`src/pkg/ngr_pkg.sv`:
```
// constants shared by the received-page and gigabit-control register block
`default_nettype none

package ngr_pkg;

  // ----------------------------------------------------------------
  // bus geometry
  // ----------------------------------------------------------------
  localparam int unsigned ADDR_W = 8;
  localparam int unsigned DATA_W = 32;
  localparam int unsigned REG_W = 16;

  // register indices; the byte address is four times the index
  localparam logic [5:0] IDX_NEG_STATUS = 6'h06;
  localparam logic [5:0] IDX_RX_PAGE = 6'h08;
  localparam logic [5:0] IDX_GIG_CTRL = 6'h09;
  localparam logic [ADDR_W-1:0] ADDR_NEG_STATUS = {IDX_NEG_STATUS, 2'b00};
  localparam logic [ADDR_W-1:0] ADDR_RX_PAGE = {IDX_RX_PAGE, 2'b00};
  localparam logic [ADDR_W-1:0] ADDR_GIG_CTRL = {IDX_GIG_CTRL, 2'b00};

  // ----------------------------------------------------------------
  // received_next_page fields
  // ----------------------------------------------------------------
  localparam int unsigned RXP_MORE_BIT = 15;
  localparam int unsigned RXP_ACK_BIT = 14;
  localparam int unsigned RXP_FMT_BIT = 13;
  localparam int unsigned RXP_COMPLY_BIT = 12;
  localparam int unsigned RXP_ALT_BIT = 11;
  localparam int unsigned RXP_CODE_HI = 10;
  localparam int unsigned RXP_CODE_LO = 0;
  localparam logic [REG_W-1:0] RXP_RESET = 16'h0000;

  // ----------------------------------------------------------------
  // gigabit_control fields
  // ----------------------------------------------------------------
  localparam int unsigned GC_TEST_HI = 15;
  localparam int unsigned GC_TEST_LO = 13;
  localparam int unsigned GC_MS_EN_BIT = 12;
  localparam int unsigned GC_MS_VAL_BIT = 11;
  localparam int unsigned GC_REP_BIT = 10;
  localparam int unsigned GC_BYTE_LANE = 1;
  localparam logic [2:0] GC_TEST_RESET = 3'h0;
  localparam logic GC_BIT_RESET = 1'b0;

  localparam logic [2:0] TM_NORMAL = 3'h0;
  localparam logic [2:0] TM_MODE1 = 3'h1;
  localparam logic [2:0] TM_MODE2 = 3'h2;
  localparam logic [2:0] TM_MODE3 = 3'h3;
  localparam logic [2:0] TM_MODE4 = 3'h4;

  // ----------------------------------------------------------------
  // negotiation status fields
  // ----------------------------------------------------------------
  localparam int unsigned ST_PAGE_RX_BIT = 1;

  typedef enum logic {
    NGR_BUS_IDLE,
    NGR_BUS_ACK
  } ngr_bus_state_e;

endpackage : ngr_pkg

`default_nettype wire

```
`src/rtl/ngr_regs.sv`:
```
// received next page and gigabit control registers behind avalon-mm
`default_nettype none

module ngr_regs
  import ngr_pkg::*;
(
  input wire logic i_core_clk,
  input wire logic i_rst_n,
  input wire logic i_clk_en,
  input wire logic [ADDR_W-1:0] i_avs_address,
  input wire logic i_avs_read,
  input wire logic i_avs_write,
  input wire logic [DATA_W-1:0] i_avs_writedata,
  input wire logic [3:0] i_avs_byteenable,
  output logic [DATA_W-1:0] o_avs_readdata,
  output logic o_avs_waitrequest,
  input wire logic i_page_valid,
  input wire logic [REG_W-1:0] i_page_word,
  input wire logic i_strap_repeater,
  input wire logic i_an_enable,
  output logic [2:0] o_test_mode,
  output logic o_ms_manual_en,
  output logic o_ms_force_master,
  output logic o_adv_repeater,
  output logic o_page_received,
  output logic o_alt_bit_error
);

  // ----------------------------------------------------------------
  // bus handshake and strap capture
  // ----------------------------------------------------------------
  logic bus_load;
  logic bus_take;
  logic strap_value;
  logic strap_load;

  ngr_bus_slave u_bus (
    .i_core_clk(i_core_clk),
    .i_rst_n(i_rst_n),
    .i_clk_en(i_clk_en),
    .i_read(i_avs_read),
    .i_write(i_avs_write),
    .o_waitrequest(o_avs_waitrequest),
    .o_load(bus_load),
    .o_take(bus_take)
  );

  ngr_strap_latch u_strap (
    .i_core_clk(i_core_clk),
    .i_rst_n(i_rst_n),
    .i_clk_en(i_clk_en),
    .i_strap(i_strap_repeater),
    .i_an_enable(i_an_enable),
    .o_value(strap_value),
    .o_load(strap_load)
  );

  // ----------------------------------------------------------------
  // register state
  // ----------------------------------------------------------------
  logic rx_more_r;
  logic rx_ack_r;
  logic rx_fmt_r;
  logic rx_comply_r;
  logic rx_alt_r;
  logic [RXP_CODE_HI:RXP_CODE_LO] rx_code_r;
  logic page_rx_r;
  logic [GC_TEST_HI-GC_TEST_LO:0] gc_test_r;
  logic gc_ms_en_r;
  logic gc_ms_val_r;
  logic gc_rep_r;
  logic [REG_W-1:0] rx_page_word;
  logic [REG_W-1:0] gc_word;
  logic [REG_W-1:0] st_word;
  logic page_evt;
  logic status_read;
  logic gc_write;

  assign page_evt = i_clk_en & i_page_valid;
  assign status_read = bus_take & i_avs_read & (i_avs_address == ADDR_NEG_STATUS);
  assign gc_write = bus_take & i_avs_write & (i_avs_address == ADDR_GIG_CTRL)
                    & i_avs_byteenable[GC_BYTE_LANE];

  always_comb begin
    rx_page_word = RXP_RESET;
    rx_page_word[RXP_MORE_BIT] = rx_more_r;
    rx_page_word[RXP_ACK_BIT] = rx_ack_r;
    rx_page_word[RXP_FMT_BIT] = rx_fmt_r;
    rx_page_word[RXP_COMPLY_BIT] = rx_comply_r;
    rx_page_word[RXP_ALT_BIT] = rx_alt_r;
    rx_page_word[RXP_CODE_HI:RXP_CODE_LO] = rx_code_r;
  end

  // reserved and out-of-scope low bits read as zero
  always_comb begin
    gc_word = '0;
    gc_word[GC_TEST_HI:GC_TEST_LO] = gc_test_r;
    gc_word[GC_MS_EN_BIT] = gc_ms_en_r;
    gc_word[GC_MS_VAL_BIT] = gc_ms_val_r;
    gc_word[GC_REP_BIT] = gc_rep_r;
  end

  always_comb begin
    st_word = '0;
    st_word[ST_PAGE_RX_BIT] = page_rx_r;
  end

  // ----------------------------------------------------------------
  // received page capture
  // ----------------------------------------------------------------
  // only the negotiation side loads this register; no bus path exists
  always_ff @(posedge i_core_clk or negedge i_rst_n) begin
    if (!i_rst_n) begin
      rx_more_r <= RXP_RESET[RXP_MORE_BIT];
      rx_ack_r <= RXP_RESET[RXP_ACK_BIT];
      rx_fmt_r <= RXP_RESET[RXP_FMT_BIT];
      rx_comply_r <= RXP_RESET[RXP_COMPLY_BIT];
      rx_alt_r <= RXP_RESET[RXP_ALT_BIT];
      rx_code_r <= RXP_RESET[RXP_CODE_HI:RXP_CODE_LO];
    end else if (page_evt) begin
      rx_more_r <= i_page_word[RXP_MORE_BIT];
      rx_ack_r <= i_page_word[RXP_ACK_BIT];
      rx_fmt_r <= i_page_word[RXP_FMT_BIT];
      rx_comply_r <= i_page_word[RXP_COMPLY_BIT];
      rx_alt_r <= i_page_word[RXP_ALT_BIT];
      rx_code_r <= i_page_word[RXP_CODE_HI:RXP_CODE_LO];
    end
  end

  // a repeated alternating bit means the exchange lost step
  always_ff @(posedge i_core_clk or negedge i_rst_n) begin
    if (!i_rst_n) begin
      o_alt_bit_error <= 1'b0;
    end else if (page_evt) begin
      o_alt_bit_error <= (i_page_word[RXP_ALT_BIT] == rx_alt_r);
    end
  end

  // ----------------------------------------------------------------
  // page received flag, latched high, cleared by reading status
  // ----------------------------------------------------------------
  always_ff @(posedge i_core_clk or negedge i_rst_n) begin
    if (!i_rst_n) begin
      page_rx_r <= 1'b0;
    end else if (page_evt) begin
      page_rx_r <= 1'b1;
    end else if (status_read) begin
      page_rx_r <= 1'b0;
    end
  end

  // ----------------------------------------------------------------
  // gigabit control
  // ----------------------------------------------------------------
  always_ff @(posedge i_core_clk or negedge i_rst_n) begin
    if (!i_rst_n) begin
      gc_test_r <= GC_TEST_RESET;
      gc_ms_en_r <= GC_BIT_RESET;
      gc_ms_val_r <= GC_BIT_RESET;
    end else if (gc_write) begin
      gc_test_r <= i_avs_writedata[GC_TEST_HI:GC_TEST_LO];
      gc_ms_en_r <= i_avs_writedata[GC_MS_EN_BIT];
      gc_ms_val_r <= i_avs_writedata[GC_MS_VAL_BIT];
    end
  end

  // strap load wins over a bus write taken on the same edge
  always_ff @(posedge i_core_clk or negedge i_rst_n) begin
    if (!i_rst_n) begin
      gc_rep_r <= GC_BIT_RESET;
    end else if (i_clk_en && strap_load) begin
      gc_rep_r <= strap_value;
    end else if (gc_write) begin
      gc_rep_r <= i_avs_writedata[GC_REP_BIT];
    end
  end

  // ----------------------------------------------------------------
  // registered controls toward the transmitter and negotiation
  // ----------------------------------------------------------------
  // undefined test codes fall back to normal so the line never misbehaves
  always_ff @(posedge i_core_clk or negedge i_rst_n) begin
    if (!i_rst_n) begin
      o_test_mode <= TM_NORMAL;
    end else if (i_clk_en) begin
      case (gc_test_r)
        TM_MODE1: o_test_mode <= TM_MODE1;
        TM_MODE2: o_test_mode <= TM_MODE2;
        TM_MODE3: o_test_mode <= TM_MODE3;
        TM_MODE4: o_test_mode <= TM_MODE4;
        default: o_test_mode <= TM_NORMAL;
      endcase
    end
  end

  // forcing a role can block a gigabit link if the partner disagrees
  always_ff @(posedge i_core_clk or negedge i_rst_n) begin
    if (!i_rst_n) begin
      o_ms_manual_en <= 1'b0;
      o_ms_force_master <= 1'b0;
      o_adv_repeater <= 1'b0;
      o_page_received <= 1'b0;
    end else if (i_clk_en) begin
      o_ms_manual_en <= gc_ms_en_r;
      o_ms_force_master <= gc_ms_en_r & gc_ms_val_r;
      o_adv_repeater <= gc_rep_r;
      o_page_received <= page_rx_r;
    end
  end

  // ----------------------------------------------------------------
  // read data, captured as the wait state ends
  // ----------------------------------------------------------------
  always_ff @(posedge i_core_clk or negedge i_rst_n) begin
    if (!i_rst_n) begin
      o_avs_readdata <= '0;
    end else if (bus_load) begin
      case (i_avs_address)
        ADDR_RX_PAGE: o_avs_readdata <= {16'h0000, rx_page_word};
        ADDR_GIG_CTRL: o_avs_readdata <= {16'h0000, gc_word};
        ADDR_NEG_STATUS: o_avs_readdata <= {16'h0000, st_word};
        default: o_avs_readdata <= '0;
      endcase
    end
  end
endmodule : ngr_regs

`default_nettype wire

```
`src/rtl/ngr_bus_slave.sv`:
```
// avalon-mm handshake: one wait state, then the request is taken
`default_nettype none

module ngr_bus_slave
  import ngr_pkg::*;
(
  input wire logic i_core_clk,
  input wire logic i_rst_n,
  input wire logic i_clk_en,
  input wire logic i_read,
  input wire logic i_write,
  output logic o_waitrequest,
  output logic o_load,
  output logic o_take
);

  ngr_bus_state_e state_r;
  logic req;

  assign req = i_read | i_write;
  // read data are captured on entry so they stand when wait drops
  assign o_load = i_clk_en & req & (state_r == NGR_BUS_IDLE);
  assign o_take = i_clk_en & req & (state_r == NGR_BUS_ACK);

  always_ff @(posedge i_core_clk or negedge i_rst_n) begin
    if (!i_rst_n) begin
      state_r <= NGR_BUS_IDLE;
      o_waitrequest <= 1'b1;
    end else if (i_clk_en) begin
      case (state_r)
        NGR_BUS_IDLE: begin
          if (req) begin
            state_r <= NGR_BUS_ACK;
            o_waitrequest <= 1'b0;
          end
        end
        NGR_BUS_ACK: begin
          state_r <= NGR_BUS_IDLE;
          o_waitrequest <= 1'b1;
        end
        default: begin
          state_r <= NGR_BUS_IDLE;
          o_waitrequest <= 1'b1;
        end
      endcase
    end
  end

endmodule : ngr_bus_slave

`default_nettype wire

```
`src/rtl/ngr_strap_latch.sv`:
```
// catches the device-type strap once, at the first enabled edge after reset
`default_nettype none

module ngr_strap_latch (
  input wire logic i_core_clk,
  input wire logic i_rst_n,
  input wire logic i_clk_en,
  input wire logic i_strap,
  input wire logic i_an_enable,
  output logic o_value,
  output logic o_load
);

  logic done_r;

  // strap is sampled by a clocked edge, never by the async reset itself
  always_ff @(posedge i_core_clk or negedge i_rst_n) begin
    if (!i_rst_n) begin
      done_r <= 1'b0;
      o_load <= 1'b0;
      o_value <= 1'b0;
    end else if (i_clk_en) begin
      o_load <= ~done_r;
      done_r <= 1'b1;
      if (!done_r) begin
        o_value <= i_strap & i_an_enable;
      end
    end
  end

endmodule : ngr_strap_latch

`default_nettype wire

```
`config.mk`:
```
export PLATFORM = sky130hd
export DESIGN_NAME = ngr_regs
export DESIGN_NICKNAME = d
export VERILOG_FILES = /design/src/pkg/ngr_pkg.sv /design/src/rtl/ngr_regs.sv /design/src/rtl/ngr_bus_slave.sv /design/src/rtl/ngr_strap_latch.sv
export SDC_FILE = /design/constraint.sdc
export NUM_CORES = 1
export LEC_CHECK = 0
export BUFFER_PORTS_ARGS = -buffer_cell sky130_fd_sc_hd__clkbuf_2
export CORE_MARGIN = 3
export CORE_UTILIZATION = 41
export CTS_CLUSTER_DIAMETER = 100
export DETAILED_ROUTE_END_ITERATION = 16
export MAX_ROUTING_LAYER = met4
export PLACE_DENSITY = 0.75
export SLEW_MARGIN = 20
export SYNTH_ARGS = -nofsm -noshare
export SYNTH_HDL_FRONTEND = slang
export SYNTH_SLANG_ARGS = --single-unit
```
`constraint.sdc`:
```
create_clock -name i_core_clk -period 1.49 [get_ports i_core_clk]
set_clock_uncertainty 0.05 [all_clocks]
set_input_delay 0.2235 -clock i_core_clk [delete_from_list [all_inputs] [get_ports i_core_clk]]
set_output_delay 0.2235 -clock i_core_clk [all_outputs]
set_load 0.01 [all_outputs]
```
## Word level (Yosys, flattened, before mapping)

Cells that the tools add are included.
W data, S select, Z words.

| storage, ports and cells | value |
|---|---|
| flip-flop bits (word level) | 68 |
| latch bits | 0 |
| bits in writable memories | 0 |
| bits in read-only memories | 0 |
| bits of input ports | 68 |
| output and inout port bits | 41 |
| logic and storage cells | 61 |
| memories | 0 |

| cells by class | value |
|---|---|
| add/subtract/negate cells | 0 |
| $mul | 0 |
| div/mod/pow operators | 0 |
| magnitude comparators | 0 |
| equal/unequal tests | 9 |
| shifts and indexed selects | 0 |
| muxes and demuxes | 10 |
| bitwise operators | 14 |
| reduce and logical (&&, ||, !) cells | 5 |

Operators with widths:

| cell | number |
|---|---|
| $pmux W16 S3 | 1 |
| $eq A8 B6 Y1 const B | 2 |
| $pmux W3 S4 | 1 |
| $and A1 B1 Y1 | 11 |
| $eq A8 B5 Y1 const B | 1 |
| $eq A3 B2 Y1 const B | 2 |
| $mux W1 | 6 |
| $pmux W1 S2 | 2 |
| $reduce_and A2 Y1 | 2 |
| $reduce_bool A2 Y1 | 2 |
| $eq A3 B1 Y1 const B | 1 |
| $eq A3 B3 Y1 const B | 1 |
| $ne A2 B1 Y1 const B | 1 |
| $not A1 Y1 | 2 |
| $eq A1 B1 Y1 | 1 |
| $logic_and A1 B1 Y1 | 1 |
| $or A1 B1 Y1 | 1 |

## Depth between registers and ports, before layout

Gate-level depths: netlist of run 1.

| logic depth | value |
|---|---|
| word-level depth | 8 |
| gate-level depth with buffers | 6 |
| gate-level depth less buffers | 4 |

## Cells and area by module

Synthesis of run 1 repeated with hierarchy kept, for this count alone.

| unflattened totals | value |
|---|---|
| cell total of the unflattened synthesis | 194 |
| area total of the unflattened synthesis | 2303.5 um^2 |

Modules (own cells, without submodules):

| module | instances | cells an instance | area each (um^2) |
|---|---|---|---|
| ngr_regs | 1 | 176 | 2088.3 |
| ngr_strap_latch | 1 | 10 | 125.1 |
| ngr_bus_slave | 1 | 8 | 90.1 |

## Worst setup path before layout of run 1

OpenSTA, ideal clock, no wires.

| path | value |
|---|---|
| path kind | input -> register |
| from | input i_avs_address[7] |
| to | register o_avs_readdata[0] |
| arrival | 1.529 ns |
| required time | 1.376 ns |
| path slack | -0.153 ns |
| cell stages on the path | 5 |
| path buffers | 1 |
| cell sequence | or4_4 nor4_4 and2b_1 buf_6 a22o_2 |

| between the ends | value |
|---|---|
| word-level cells in the longest chain between the ends | 2 |
| elaborated cells between the ends (all ways) | 4 |
| those cells by class | eq/ne: 3; mux: 1 |

RTL lines:

| item | line | source |
|---|---|---|
| from (decl) | ngr_regs.sv:10 | `input wire logic [ADDR_W-1:0] i_avs_address,` |
| $eq A8 B5 Y1 or $eq A8 B6 Y1 (tied branches) | ngr_regs.sv:218 | `case (i_avs_address)` |
| $pmux W16 S3 (*) | ngr_regs.sv:218 |  |
| to (signal assigned) | ngr_regs.sv:219 | `ADDR_RX_PAGE: o_avs_readdata <= {16'h0000, rx_page_word};` |
| to (signal assigned) | ngr_regs.sv:220 | `ADDR_GIG_CTRL: o_avs_readdata <= {16'h0000, gc_word};` |
| to (signal assigned) | ngr_regs.sv:221 | `ADDR_NEG_STATUS: o_avs_readdata <= {16'h0000, st_word};` |
| to (decl) | ngr_regs.sv:15 | `output logic [DATA_W-1:0] o_avs_readdata,` |

Mark *: on every way between the ends. The rest lies on a longest branch, timed or not.
A chain may end at the register's enable or synchronous reset.

## Worst setup path in the final report of run 1

| path | value |
|---|---|
| from | register u_bus.state_r |
| to | register gc_ms_en_r |

| between the ends | value |
|---|---|
| word-level cells in the longest chain between the ends | 4 |

RTL lines:

| item | line | source |
|---|---|---|
| from (decl) | ngr_bus_slave.sv:17 | `ngr_bus_state_e state_r;` |
| from (signal assigned) | ngr_bus_slave.sv:27 | `state_r <= NGR_BUS_IDLE;` |
| from (signal assigned) | ngr_bus_slave.sv:33 | `state_r <= NGR_BUS_ACK;` |
| from (signal assigned) | ngr_bus_slave.sv:38 | `state_r <= NGR_BUS_IDLE;` |
| $and A1 B1 Y1 | ngr_bus_slave.sv:23 | `assign o_take = i_clk_en & req & (state_r == NGR_BUS_ACK);` |
| $and A1 B1 Y1 (2 in a row) | ngr_regs.sv:81 | `assign gc_write = bus_take & i_avs_write & (i_avs_address == ADDR_GIG_CTRL)` |
| $and A1 B1 Y1 | ngr_regs.sv:82 | `& i_avs_byteenable[GC_BYTE_LANE];` |
| to (signal assigned) | ngr_regs.sv:162 | `gc_ms_en_r <= i_avs_writedata[GC_MS_EN_BIT];` |
| to (decl) | ngr_regs.sv:69 | `logic gc_ms_en_r;` |

Every way passes these cells.

==> results of run 1 <==
[worst paths after layout]
path                                      from                  to  cells past startpoint
worst max-delay path             u_bus.state_r          gc_ms_en_r                      5
worst min-delay path               i_an_enable     u_strap.o_value                      3
worst max register to register   u_bus.state_r          gc_ms_en_r                      5
worst min register to register  u_strap.done_r      u_strap.done_r                      1
max in group asynchronous              i_rst_n        gc_test_r[2]                      3
min in group asynchronous              i_rst_n  o_avs_readdata[12]                      2
[cell families after synthesis]
logic type             Yosys count  synth area share
AO/OA/AOI/OAI                   35             0.109
XOR/XNOR                         1           0.00392
buffers and inverters           29            0.0795
flip-flops                      52             0.583
multiplexers                    25             0.125
other                            1           0.00168
AND/OR/NAND/NOR                 37            0.0980
[power by group through the flow]
stage / sequential [mW] / combinational (mW) / clock (mW)
2_1_floorplan: 1.59 / 0.183 / 0
3_3_place_gp: 1.59 / 0.334 / 0
3_5_place_dp: 1.59 / 0.345 / 0
4_1_cts: 1.57 / 0.347 / 0.825
5_1_grt: 1.58 / 0.380 / 0.885
6_report: 1.57 / 0.342 / 0.794
[layer usage]
layer,GRT usage,part of all wire,up-vias
met5,-,0,-
met4,0.0524,0.016,0
met3,0.0474,0.069,5
met2,0.258,0.51,57
met1,0.184,0.40,782
li1,-,-,770
[metrics by stage]
step	hold slack, ns	instance area [sq um]
after floorplan	-0.122	2300
after global placement	0.181	2750
after detailed placement	0.179	2750
after CTS	0.0859	2850
after global routing	0.0896	2850
final	0.0932	2850
[worst reg2reg max path, stage by stage (launching register included)]
cell	delay, ns
dfrtp_1	0.38
buf_4	0.14
and4_1	0.16
nand4_1	0.10
buf_6	0.14
mux2_2	0.33
[state kept, by name (all words and copies together), names as in the netlist, 3 cells and up]
register	flops
gc_test_r	3
o_avs_readdata	16
o_test_mode	3
rx_code_r	11
[placed cells by master (no fill, tap or decap), types with 3 or more instances in the layout]
cell / count
mux2_2: 24
buf_12: 3
dfrtp_1: 51
o21ai_1: 4
a22oi_1: 6
buf_4: 18
conb_1: 16
o21ai_0: 13
inv_1: 6
clkbuf_2: 63
clkbuf_8: 6
nor2_1: 3
nand3_1: 3
nand2_1: 14
a22o_2: 9
[layout make-up]
cell class                      count  share of cell area
Clock buffer                        8              0.0316
Inverter                            6             0.00789
Multi-Input combinational cell    114               0.287
Sequential cell                    52               0.456
Tap cell                           70              0.0307
Timing Repair Buffer               86               0.186
[timing repair]
item | in CTS | in global routing
endpoints found under the hold margin | 16 | 0
gates resized for setup | 0 | 3
setup endpoints to repair | 0 | 11
hold buffers | 1 | 0
==> results.toml, run 1 <==
[timing]
rsz0062_at_grt = "false"
setup_tns_ns = 0
max_clock_freq_mhz = 708
drv_slew = 0
timing_hold_violations_final = 0
worstMarginPinSlew_ns = 0.542
min_period_ns = 1.41
finalWorstSetupSlack_ns = 0.0766
post-route-period-util = 0.949
setup_viol = 0
relSlewSlack = 0.638

[logic_synthesis]
synth_top_area_frac = 0.571
async_reset_ff_frac = 1.00
synthCells = 180
avgSynthCellArea_sq_um = 12.4
yosysMostFrequentCell = "dfrtp_1"
synth-seq-cells = 52
synthFlopType = "dfrtp_1"
yosys.area.top_type = "dfrtp_1"
yosysSeqAreaShare = 0.583
synthTopCellsByCount = "dfrtp_1 (51), mux2_2 (24), o21ai_0 (17), buf_4 (16), nand2_1 (14)"
synth_edf_count = 0
synth_area_leaders = "dfrtp_1 (57%), mux2_2 (12%), buf_4 (5.4%)"
ys_warn_count = 0
synthesis.area_sq_mm = 0.00223
synth_cell_type_count = 33

[finish]
final-seq-area_sq_mm = 0.00130
fin_util = 0.548
nFillCells = 463
layout-drive-gt1-share = 0.496
instances_no_fill = 336
multi_input_area_sq_um = 820
area_growth_pct = 27.7
fin_nets = 333
antenna_cells = 0

[worst_setup_path]
worst_setup_path_start_kind = "flop"
slowest_stage = "dfrtp_1"
crit_type = "flop to flop"
cp_data_required_time_ns = 1.63
critPathMaxFanout = 6
regToRegSetupSlack_ns = 0.08
crit_arrival_ns = 1.55
end_kind = "flop"
crit_path_cell_trace = "buf_4 -> and4_1 -> nand4_1 -> buf_6 -> mux2_2"
path_delay_family = "flip-flops"
path_buf_inv = 2
crit_path_max_incr_delay_ns = 0.38

[die]
io_pins = 109
dieArea_sq_mm = 0.00637
core_sq_mm = 0.00520
die_x_microns = 79.8
die_h_microns = 79.8
start_util = 0.429
rows = 26

[placed_design]
numPortBuffers = 63
dp_cells = 327
place_congestion = 0.754
hpwlAfterDp_microns = 3550
dp_slack_ns = -0.260

[power_and_ir_drop]
power.total_mw = 2.70
swShare = 0.234
p_int_mw = 2.07
p_leak_nw = 1.41
clock_power_share = 0.294
peakVddDrop_uv = 564
p_sw_mw = 0.634
power_density_mw_per_mm2 = 947
p_seq_frac = 0.579
p_comb_frac = 0.127

[cts]
postCtsSetupBuffers = 0
root_buffer = "clkbuf_8"
h-tree-depth = 2
cts_tree = "done"
cts.sinks = 52
cts_made_buffers = 5
clk_latency_ns = 0.30
clk_pin_slew_ns = 0.08
clockBufferDepth = 2

[drt]
viasPerCell = 4.80
wl_per_cell_microns = 13.3
ant_nets = 0
route.vias.total = 1614
routed_wl_microns = 4470
drtPass1Iterations = 4
drt_iter0_markers = 60
drc = 0

[status]
status = "complete, no violations"

[global_route]
antenna_found_initial = 0
grt_start_max_net_pins = 20
gr-total-overflow = 0
track_usage = 0.157
grt_pass1_vias = 1579
grt_pass1_wl_microns = 7370

[hold_path]
hp-class = "primary input to flop"

[run]
cap_violations = 0
Note: power is estimated with default switching activity, not from simulation.
==> inputs of run 2 (changes only) <==
--- a/config.mk
+++ b/config.mk
@@ -12,6 +12,7 @@
 export DETAILED_ROUTE_END_ITERATION = 16
 export MAX_ROUTING_LAYER = met4
 export PLACE_DENSITY = 0.75
+export REMOVE_ABC_BUFFERS = 1
 export SLEW_MARGIN = 20
 export SYNTH_ARGS = -nofsm -noshare
 export SYNTH_HDL_FRONTEND = slang
==> run 2 against run 1 <==
Compared with the run above:
- first-iteration DRC count fell by 15%
- cell area fell by 3.2%
- critical endpoint is now o_avs_readdata[10]
- flip-flop and latch count did not move
- clock-buffer cell count did not move
- non-clock buffer count fell by 7
- die area did not move
- sequential share of layout area rose by 1.5 points
- fmax fell by 3.6%
- critical path depth fell by 1
- largest power group unchanged
- clock power fell by 1%
- routed wire length rose by 1.1%
==> results.toml, run 2 (synthesis gave the netlist of run 1 again) <==
[finish]
multi_input_area_sq_um = 811
largestRegisters = "o_avs_readdata x16, rx_code_r x11"
nFillCells = 491
mostFrequentLayoutCells = "clkbuf_2 (63), dfrtp_1 (51), mux2_2 (24)"
final-seq-area_sq_mm = 0.00130
top_register = "o_avs_readdata"
fin_nets = 326
instances_no_fill = 329
mostFrequentLayoutCell = "clkbuf_2"
antenna_cells = 0
layout-drive-gt1-share = 0.475
largest_reg_flops = 16
area_growth_pct = 23.7

[cts]
root_buffer = "clkbuf_8"
clk_pin_slew_ns = 0.08
cts_made_buffers = 5
clk_latency_ns = 0.29
cts_tree = "done"
postCtsSetupBuffers = 0
cts.sinks = 52
h-tree-depth = 2
clockBufferDepth = 2

[timing]
max_clock_freq_mhz = 682
setup_tns_ns = 0
setup_viol = 0
timing.hold.ws_ns = 0.0984
post-route-period-util = 0.984
min_period_ns = 1.47
drv_slew = 0
timing_hold_violations_final = 0
rsz0062_at_grt = "true"

[die]
die_h_microns = 79.8
io_pins = 109
core_sq_mm = 0.00520
die_x_microns = 79.8
dieArea_sq_mm = 0.00637
rows = 26
start_util = 0.429

[worst_setup_path]
rr_startpoint = "u_bus.state_r"
worst_setup_path_start_kind = "flop"
critPathMaxFanout = 6
crit_path_cell_trace = "inv_1 -> nand2b_1 -> or3_2 -> o21ai_0"
cp_data_required_time_ns = 1.65
end_kind = "flop"
timing.rr.end = "o_avs_readdata[10]"
crit_arrival_ns = 1.63
regToRegSetupSlack_ns = 0.02
slowest_stage = "or3_2"
r2r_cells = 4
crit_type = "flop to flop"
crit_path_max_incr_delay_ns = 0.54

[global_route]
antenna_found_initial = 0
track_usage = 0.156
gr-total-overflow = 0
grt_pass1_wl_microns = 7370
grt_start_max_net_pins = 30
grt_pass1_vias = 1530

[drt]
ant_nets = 0
drtPass1Iterations = 4
viasPerCell = 4.81
drc = 0
wl_per_cell_microns = 13.7
routed_wl_microns = 4510
route.vias.total = 1582
drt_iter0_markers = 51

[run]
cap_violations = 0

[placed_design]
dp_cells = 320
hpwlAfterDp_microns = 3530
place_congestion = 0.897
numPortBuffers = 63

[power_and_ir_drop]
peakVddDrop_uv = 423
power_density_mw_per_mm2 = 962
p_leak_nw = 1.36

[hold_path]
holdPathEnd = "u_strap.o_value"
hp-class = "primary input to flop"
holdPathStages = 3
holdCritStartpoint = "i_an_enable"

[status]
status = "complete, no violations"
==> run 2: changes by cell type in the layout (fill, tap and decap cells not counted) <==
cell	delta
buf_12	-2
buf_4	-4
buf_6	-1
nand2b_1	+1
nand2b_2	-1
nor4_1	+1
nor4_2	-1
o21ai_0	+3
o21ai_1	-3
==> run 2: final cells by class <==
class                   count  area share
inverters                   6     0.00815
clock buffers               8      0.0326
repair buffers             79       0.163
well taps                  70      0.0317
multi-input cells         114       0.293
flip-flops and latches     52       0.471
==> run 2: critical path: cells and delay by family (launching register included) <==
family          cells  cell delay, ns
compound gates      1            0.19
buf+inv             1            0.08
flops               1            0.41
simple gates        2            0.67
==> run 2: layer usage <==
metal	share of wire	up-vias	GRT usage	routed length, microns
met1	0.46	746	0.218	2090
met4	0.011	0	0.0405	49
met2	0.45	68	0.234	2040
met5	0	-	-	0
li1	-	761	-	-
met3	0.074	7	0.0305	333
==> run 2: repair_timing <==
item / 4_1_cts / 5_1_grt
hold endpoints to repair: 51 / 0
endpoints found under the setup margin: 1 / 7
hold buffers: 1 / 0
gates resized for setup: 1 / 0
==> run 2: power breakdown <==
| group | total (mW) | internal, mW | switching, mW |
|---|---|---|---|
| combinational | 0.310 | 0.154 | 0.156 |
| clock | 0.786 | 0.379 | 0.407 |
| sequential | 1.56 | 1.51 | 0.0529 |
==> run 2: worst max-delay path by stage <==
stage | start | end | slack (ns) | cells past startpoint
4_1_cts | u_bus.state_r | o_avs_readdata[1] | 0.02 | 4
3_3_place_gp | i_avs_address[7] | o_avs_readdata[14] | -0.24 | 4
6_report | u_bus.state_r | o_avs_readdata[10] | 0.02 | 4
3_5_place_dp | i_avs_address[7] | o_avs_readdata[14] | -0.30 | 4
2_1_floorplan | i_avs_address[7] | o_avs_readdata[0] | -0.20 | 4
5_1_grt | u_bus.state_r | o_avs_readdata[10] | -0.08 | 4
==> run 2: through the flow <==
step | power (mW) | instance area (sq um) | util | setup slack, ns
after global routing | 2.81 | 2760 | 0.531 | -0.0803
after global placement | 1.89 | 2660 | 0.512 | -0.237
final | 2.66 | 2760 | 0.531 | 0.0236
after floorplan | 1.73 | 2140 | - | -0.196
after CTS | 2.71 | 2760 | 0.531 | 0.0178
after detailed placement | 1.90 | 2660 | 0.512 | -0.296
